$ cat src/csp_defines.vh
`ifndef CSP_DEFINES_VH
`define CSP_DEFINES_VH
// ==================================================
// slave bytes and commands
`define CSP_SLAVE_WR       8'h12
`define CSP_SLAVE_RD       8'h13
`define CSP_CMD_MODE       8'h12
`define CSP_CMD_STATUS     8'h13
`define CSP_CMD_CURRENT    8'h14
`define CSP_CMD_VOLTAGE    8'h15
`define CSP_CMD_INLIMIT    8'h3f
// ==================================================
// reset values
`define CSP_RST_WORD       16'h0000
`define CSP_RST_BYTE       8'h00
// ==================================================
// timing
`define CSP_CLK_MHZ        250
`define CSP_ALERT_MS_MIN   6
`define CSP_ALERT_MS_MAX   10
`define CSP_TIMEOUT_MS_MIN 25
`define CSP_TIMEOUT_MS_MAX 35
`define CSP_CYC_PER_MS     (`CSP_CLK_MHZ * 1000)
// ==================================================
// protocol states
`define CSP_ST_IDLE        3'd0
`define CSP_ST_ADDR        3'd1
`define CSP_ST_CMD         3'd2
`define CSP_ST_WDATA       3'd3
`define CSP_ST_RDATA       3'd4
`define CSP_ST_ACK         3'd5
`define CSP_ST_HACK        3'd6
`endif

$ cat src/csp_smbus_slave.v
`include "csp_defines.vh"
`timescale 1ns/1ps
`default_nettype none
module csp_smbus_slave #(
	parameter [31:0] ALERT_CYCLES   = `CSP_ALERT_MS_MIN * `CSP_CYC_PER_MS,
	parameter [31:0] TIMEOUT_CYCLES = `CSP_TIMEOUT_MS_MIN * `CSP_CYC_PER_MS
) (
	input  wire        i_clk,
	input  wire        i_rst,
	input  wire        i_scl,
	input  wire        i_sda,
	output reg         o_sda,
	output reg         o_sda_oe_n,
	input  wire [15:0] i_condition_flags,
	output reg  [15:0] o_mode_control,
	output reg  [15:0] o_charge_current,
	output reg  [15:0] o_charge_voltage,
	output reg  [15:0] o_adapter_limit,
	output reg         o_alert
);
	// ==================================================
	// helpers
	function cmd_ok;
		input [7:0] c;
		begin
			cmd_ok = (c == `CSP_CMD_MODE) || (c == `CSP_CMD_STATUS) || (c == `CSP_CMD_CURRENT) ||
				(c == `CSP_CMD_VOLTAGE) || (c == `CSP_CMD_INLIMIT);
		end
	endfunction
	function cmd_wr;
		input [7:0] c;
		begin
			cmd_wr = cmd_ok(c) && (c != `CSP_CMD_STATUS);
		end
	endfunction

	// ==================================================
	// input synchronisers
	reg [1:0] scl_s;
	reg [1:0] sda_s;
	reg       scl_d;
	reg       sda_d;
	reg [15:0] flags_s1;
	reg [15:0] flags_s2;
	reg [15:0] flags_d;
	reg [15:0] flags_st;
	always @(posedge i_clk) begin
		scl_s    <= {scl_s[0], i_scl};
		sda_s    <= {sda_s[0], i_sda};
		flags_s1 <= i_condition_flags;
		flags_s2 <= flags_s1;
		if (i_rst) begin
			scl_s    <= 2'b11;
			sda_s    <= 2'b11;
		end
	end
	// ==================================================
	// status word taken only when two samples agree
	// reset loads the live word: no false alert
	always @(posedge i_clk) begin
		if (i_rst)
			flags_st <= flags_s2;
		else if (flags_s2 == flags_s1)
			flags_st <= flags_s2;
	end
	wire scl = scl_s[1];
	wire sda = sda_s[1];
	always @(posedge i_clk) begin
		if (i_rst) begin
			scl_d   <= 1'b1;
			sda_d   <= 1'b1;
			flags_d <= flags_st;
		end else begin
			scl_d   <= scl;
			sda_d   <= sda;
			flags_d <= flags_st;
		end
	end
	wire scl_rise = scl & ~scl_d;
	wire scl_fall = ~scl & scl_d;
	wire start_c  = scl & scl_d & sda_d & ~sda;
	wire stop_c   = scl & scl_d & ~sda_d & sda;

	// ==================================================
	// bus release timeout
	reg [31:0] low_cnt;
	reg        tmo;
	always @(posedge i_clk) begin
		if (i_rst || sda) begin
			low_cnt <= 32'h0000_0000;
			tmo     <= 1'b0;
		end else if (low_cnt == TIMEOUT_CYCLES) begin
			tmo <= 1'b1;
		end else begin
			low_cnt <= low_cnt + 32'h0000_0001;
			tmo     <= 1'b0;
		end
	end

	// ==================================================
	// protocol engine, slave only: never frames the bus
	reg [2:0]  state;
	reg [2:0]  after_ack;
	reg [3:0]  bitn;
	reg [7:0]  shreg;
	reg [7:0]  cmd;
	reg        cmd_valid;
	reg        byte_hi;
	reg [7:0]  lo_byte;
	reg        ack_drive;
	reg        commit;
	reg [15:0] rd_word;
	always @* begin
		case (cmd)
			`CSP_CMD_MODE:    rd_word = o_mode_control;
			`CSP_CMD_STATUS:  rd_word = flags_st;
			`CSP_CMD_CURRENT: rd_word = o_charge_current;
			`CSP_CMD_VOLTAGE: rd_word = o_charge_voltage;
			`CSP_CMD_INLIMIT: rd_word = o_adapter_limit;
			default:          rd_word = `CSP_RST_WORD;
		endcase
	end
	wire [7:0] rd_byte = byte_hi ? rd_word[15:8] : rd_word[7:0];

	always @(posedge i_clk) begin
		if (i_rst) begin
			state     <= `CSP_ST_IDLE;
			after_ack <= `CSP_ST_IDLE;
			bitn      <= 4'd0;
			shreg     <= `CSP_RST_BYTE;
			cmd       <= `CSP_RST_BYTE;
			cmd_valid <= 1'b0;
			byte_hi   <= 1'b0;
			lo_byte   <= `CSP_RST_BYTE;
			ack_drive <= 1'b0;
			commit    <= 1'b0;
			o_sda     <= 1'b0;
			o_sda_oe_n <= 1'b1;
		end else if (tmo || stop_c) begin
			state      <= `CSP_ST_IDLE;
			o_sda_oe_n <= 1'b1;
			commit     <= 1'b0;
		end else if (start_c) begin
			state      <= `CSP_ST_ADDR;
			bitn       <= 4'd0;
			byte_hi    <= 1'b0;
			o_sda_oe_n <= 1'b1;
			commit     <= 1'b0;
		end else begin
			case (state)
				`CSP_ST_IDLE: begin
					o_sda_oe_n <= 1'b1;
				end
				`CSP_ST_ADDR, `CSP_ST_CMD, `CSP_ST_WDATA: begin
					if (scl_rise) begin
						shreg <= {shreg[6:0], sda};
						bitn  <= bitn + 4'd1;
					end
					if (scl_fall && bitn == 4'd8) begin
						bitn <= 4'd0;
						ack_drive <= 1'b0;
						after_ack <= `CSP_ST_IDLE;
						if (state == `CSP_ST_ADDR) begin
							if (shreg == `CSP_SLAVE_WR) begin
								ack_drive <= 1'b1;
								after_ack <= `CSP_ST_CMD;
							end else if (shreg == `CSP_SLAVE_RD && cmd_valid) begin
								ack_drive <= 1'b1;
								after_ack <= `CSP_ST_RDATA;
							end
						end else if (state == `CSP_ST_CMD) begin
							if (cmd_ok(shreg)) begin
								cmd       <= shreg;
								cmd_valid <= 1'b1;
								ack_drive <= 1'b1;
								after_ack <= `CSP_ST_WDATA;
								byte_hi   <= 1'b0;
							end else begin
								cmd_valid <= 1'b0;
							end
						end else begin
							ack_drive <= 1'b1;
							if (!byte_hi) begin
								lo_byte   <= shreg;
								byte_hi   <= 1'b1;
								after_ack <= `CSP_ST_WDATA;
							end else begin
								commit    <= 1'b1;
							end
						end
						state <= `CSP_ST_ACK;
					end
				end
				`CSP_ST_ACK: begin
					// nack: line stays released, then idle
					o_sda      <= 1'b0;
					o_sda_oe_n <= ~ack_drive;
					if (scl_fall) begin
						o_sda_oe_n <= 1'b1;
						state      <= after_ack;
						commit     <= 1'b0;
						if (after_ack == `CSP_ST_RDATA)
							o_sda_oe_n <= rd_byte[7];
						shreg <= rd_byte;
					end
				end
				`CSP_ST_RDATA: begin
					if (scl_fall) begin
						bitn <= bitn + 4'd1;
						if (bitn == 4'd7) begin
							o_sda_oe_n <= 1'b1;
							state      <= `CSP_ST_HACK;
						end else begin
							o_sda_oe_n <= shreg[6];
							shreg      <= {shreg[6:0], 1'b0};
						end
					end
				end
				`CSP_ST_HACK: begin
					if (scl_rise) begin
						bitn    <= 4'd0;
						byte_hi <= 1'b1;
						state   <= sda ? `CSP_ST_IDLE : `CSP_ST_ACK;
						ack_drive <= 1'b0;
						after_ack <= `CSP_ST_RDATA;
						if (byte_hi)
							state <= `CSP_ST_IDLE;
					end
				end
				default: state <= `CSP_ST_IDLE;
			endcase
		end
	end

	// ==================================================
	// register commit at end of final ack
	wire do_commit = commit && state == `CSP_ST_ACK && scl_fall &&
		!start_c && !stop_c && !tmo;
	always @(posedge i_clk) begin
		if (i_rst) begin
			o_mode_control   <= `CSP_RST_WORD;
			o_charge_current <= `CSP_RST_WORD;
			o_charge_voltage <= `CSP_RST_WORD;
			o_adapter_limit  <= `CSP_RST_WORD;
		end else if (do_commit && cmd_wr(cmd)) begin
			case (cmd)
				`CSP_CMD_MODE:    o_mode_control   <= {shreg, lo_byte};
				`CSP_CMD_CURRENT: o_charge_current <= {shreg, lo_byte};
				`CSP_CMD_VOLTAGE: o_charge_voltage <= {shreg, lo_byte};
				`CSP_CMD_INLIMIT: o_adapter_limit  <= {shreg, lo_byte};
				default: ;
			endcase
		end
	end

	// ==================================================
	// delayed alert on status change
	reg [31:0] alm_cnt;
	reg        alm_run;
	always @(posedge i_clk) begin
		if (i_rst) begin
			alm_cnt <= 32'h0000_0000;
			alm_run <= 1'b0;
			o_alert <= 1'b0;
		end else begin
			if (flags_st != flags_d) begin
				alm_run <= 1'b1;
				alm_cnt <= 32'h0000_0000;
				o_alert <= 1'b0;
			end else if (alm_run) begin
				if (alm_cnt == ALERT_CYCLES) begin
					o_alert <= 1'b1;
					alm_run <= 1'b0;
				end else begin
					alm_cnt <= alm_cnt + 32'h0000_0001;
				end
			end
		end
	end
endmodule // csp_smbus_slave
`default_nettype wire

$ cat config.mk
export PLATFORM = sky130hd
export DESIGN_NAME = csp_smbus_slave
export DESIGN_NICKNAME = d
export VERILOG_FILES = /design/src/csp_smbus_slave.v
export VERILOG_INCLUDE_DIRS = /design/src
export SDC_FILE = /design/constraint.sdc
export NUM_CORES = 1
export LEC_CHECK = 0
export BUFFER_PORTS_ARGS = -buffer_cell sky130_fd_sc_hd__buf_2
export CAP_MARGIN = 20
export CORE_ASPECT_RATIO = 1.1
export CORE_UTILIZATION = 61
export CTS_BUF_LIST = sky130_fd_sc_hd__clkbuf_2 sky130_fd_sc_hd__clkbuf_4 sky130_fd_sc_hd__clkbuf_8
export DETAILED_ROUTE_END_ITERATION = 16
export PLACE_DENSITY_LB_ADDON = 0.3
export RECOVER_POWER = 50
export SLEW_MARGIN = 20
export SYNTH_ARGS = -nofsm -noshare
export SYNTH_HDL_FRONTEND = slang
export SYNTH_SLANG_ARGS = --single-unit
$ cat constraint.sdc
create_clock -name i_clk -period 2.7 [get_ports i_clk]
set_clock_uncertainty 0.05 [all_clocks]
set_input_delay 0.27 -clock i_clk [delete_from_list [all_inputs] [get_ports i_clk]]
set_output_delay 0.27 -clock i_clk [all_outputs]
set_load 0.01 [all_outputs]
==> summary.md <==
| Metric | Value |
|---|---|
| Status | finished with violations |
| Failing checks | max-capacitance violations, max-slew violations |
| Overflow after GRT | 0 |
| Synth Instances | 1120 |
| Placed wire-length estimate | 17680 um |
| Area after DPL | 10980 um2 |
| Drt initial violations | just under 1000 |
| Combinational family with the most area after synthesis | simple AND/OR/NAND/NOR gates |
| Mapped cell area | 10320 um2 |
| Inserted Clock Buffers | 39 |
| Initial Utilization | 62.80% |
| CP Capture Type | flop |
| Switching share of power | between 20% and 30% |
| First-pass GRT wire length | 42640 um |
| Comb pwr share | 2.7% |
| Final setup viols | 0 |
| Number of core rows | 49 |
| Vias in the first global route | between 8000 and 9000 |
| Die height | 138.4 um |
| Area growth from synthesis to layout | 14.71% |
| Worst hold path type | reg2reg |
| CORE AREA | 16430 um2 |
| Synthesized-area fraction occupied by adder cells | 0.7275% |
| H-tree depth | 2 |
| Synthesis-stage register bit count | between 200 and 250 |
| Crit-path slowest cell | or4b_1 |
| Largest net degree at the start of global routing | 71 |
| Sw power | about 1.5 mW |
| Ranking of synthesized cells by area | dfxtp_1 43%, mux2i_1 4.8%, nor2_1 4.7%, edfxtp_1 4.7%, xnor2_1 4.3% |
| Final worst path period need | 2.566 ns |
| Synth Area in Compound Gates | 11.36% |
| Synth warn | 0 |
| Crit path max fanout | 16 |
| Synth Area in XOR/XNOR | 7.639% |
| Final Cell Area | 11840 um2 |
| Ys async rst share | 0% |
| Top cell type's share of synthesized area | a little over two fifths |
| Mux cell area share after synthesis | 5.190% |
| Synth top cells by count | 224 x dfxtp_1, 129 x nor2_1, 106 x nand2_1 |
| Final wirelength | around 26000 um |
| Distinct cell type count after synthesis | approximately 70 |
| RSZ-0062 raised after global routing | false |
| Net count, final | 1258 |
| Antenna cell count | 0 |
| Fin. max-slew vios | 35 |
| CP required | 3.05 ns |
| WL/cell | about 18 um |
| Lkg Pwr | 3.925 nW |
| Peak supply drop | 0.0005358 V |
| Final Hold Vio Count | 0 |
| Worst setup path class | reg2reg |
| Clock-pin slew of the registers on the worst-case setup and hold paths | 0.07 ns |
| Max-cap violation count | 1 |
| Critical Path Start Type | flop |
| Pwr Density | roughly 580 nW/um2 |
| Cell Int Power | ~5.4 mW |
| Syn Nets | 1146 |
| Worst-Margin Slew | 1.779 ns |
| Synthesized area per cell | between 9 and 10 um2 |
| Clk buf depth | 3 |
| CTS tree | done |
| Pwr Total | 6.907 mW |
| Post-synth top area cell | dfxtp_1 |
| Count leader, synth | dfxtp_1 |
| Seq pwr share | between 50% and 60% |
| WP data arrival | 2.91 ns |
| GP Congestion | about 0.90 |
| Buffers added on ports | 85 |
| Worst path cell trace | nand2b_1 -> or4b_1 -> a2111oi_4 -> buf_12 -> mux2i_1 -> nor2_1 |
| Antenna viol nets, final | 0 |
| Share of cells above drive strength 1 | 11.21% |
| Worst skew pair latency | 0.54 ns |
| Clock sinks | 240 |
| Initial antenna violation count | 0 |
| Number of flops mapped to enable cells by yosys | 16 |
| Final clock period utilization by the worst path | 95.05% |
| Drc violations | 0 |
| Via count | just under 9000 |
| Global-route usage over all layers | a little under a third |
| Worst slew margin | -18.61% |
| Final core utilization | 72.04% |
| Main flop type after synthesis | dfxtp_1 |
| Setup total negative slack | 0 ns |
| Top Ports | between 80 and 90 |
| Die ar. | between 15000 and 20000 um2 |
| Achievable Freq | 0.3897 GHz |
| Die W | approximately 130 um |
| Vias per cell | 6.083 |
| Root Buffer | clkbuf_8 |
| First-pass iteration count of the detailed router | 6 |
| Max incr delay on CP | 0.71 ns |
| Post-synthesis simple-gate area fraction | 23.24% |
| Clock share of power | roughly 44% |
| Smallest hold slack | around 0.31 ns |
| Sequential area share after synthesis | 48.11% |
## registers in the layout, summed over array words and instances, names as in the netlist, 2 cells and up
register and flops:
o_charge_current 16, state 3, alm_cnt 32, flags_s2 16, flags_d 16, lo_byte 8
o_charge_voltage 16, scl_s 2, low_cnt 32, shreg 8, o_mode_control 16, sda_s 2
after_ack 3, cmd 8, bitn 4, o_adapter_limit 16, flags_st 16, flags_s1 16
## area by class of cell
cell class	instances	area, um2
clock inverter	10	60.06
fill	1245	4594
inverter	24	90.09
sequential	240	4965
timing repair buffer	137	802.0
multi-input combinational	790	4980
clock buffer	57	684.4
tap	204	255.2
## power by group through the flow
| stage | clock (mW) | sequential, mW | combinational (mW) |
|---|---|---|---|
| finish | 3.03 | 3.69 | 0.189 |
| global route | 3.25 | 3.69 | 0.205 |
| CTS | 3.07 | 3.69 | 0.185 |
| detailed placement | 0 | 3.76 | 0.161 |
| global placement | 0 | 3.76 | 0.158 |
| floorplan | 0 | 3.75 | 0.118 |
## worst paths after layout
path	startpoint	endpoint	slack [ns]	depth (start not counted)
worst min-delay path	flags_s1[3]$_DFF_P_	flags_s2[3]$_DFF_P_	0.31	0
worst max register to register	scl_d$_SDFF_PP1_	o_mode_control[3]$_SDFFE_PP0P_	0.13	6
worst max-delay path	scl_d$_SDFF_PP1_	o_mode_control[3]$_SDFFE_PP0P_	0.13	6
worst min register to register	flags_s1[3]$_DFF_P_	flags_s2[3]$_DFF_P_	0.31	0
## repair_timing
action | CTS | global route
buffers inserted | 0 | 0
hold endpoints to repair | 25 | 0
hold buffers | 19 | 0
gates resized for setup | 0 | 1
endpoints found under the setup margin | 0 | 4
## kinds of logic (layout without fill, tap and decap cells)
kind of cell / Yosys count / count (layout)
simple gates: 462 / 462
flops: 240 / 240
compound gates: 178 / 178
xor+xnor: 90 / 90
buf+inv: 90 / 228
mux: 53 / 53
fa+ha+maj: 6 / 6
other cells: 1 / 1
## worst max-delay path, delay by kind of cell (launching register included)
| kind | cells | cell delay (ns) |
|---|---|---|
| and+or+nand+nor | 3 | 0.95 |
| DFF | 1 | 0.48 |
| AOI/OAI and AO/OA | 1 | 0.47 |
| muxes | 1 | 0.24 |
| buffers and inverters | 1 | 0.23 |
## layout by cell type, fill, tap and decap left out, types with 7 or more instances in the layout
cell type	count
nand4_1	29
a221oi_1	7
nor2_1	129
dlygate4sd3_1	19
nand2_1	106
nor4b_1	10
nor3_1	32
clkbuf_1	67
o21ai_0	25
dfxtp_1	224
and3_1	15
and4_1	13
nor2b_1	7
clkbuf_8	41
edfxtp_1	16
nor4_1	19
nand3_1	44
a22oi_1	16
inv_1	23
buf_2	18
clkbuf_4	16
a21oi_1	70
xnor2_1	51
mux2i_1	49
buf_4	30
xor2_1	39
## metal layers
metal / wire, um / up-vias / GRT usage, %
li1: - / 4210 / -
met1: 10460 / 4179 / 37.77
met2: 12630 / 423 / 50.36
met3: 2065 / 82 / 5.341
met4: 1126 / 0 / 15.41
met5: 0 / - / 0
## stage by stage
step                setup slack [ns]  std cells
finish                        0.1338       1462
global route                 0.01875       1462
CTS                           0.1678       1462
detailed placement            0.1924       1376
global placement              0.3217       1376
floorplan                     0.2899       1120
Note: power is estimated with default switching activity, not from simulation.
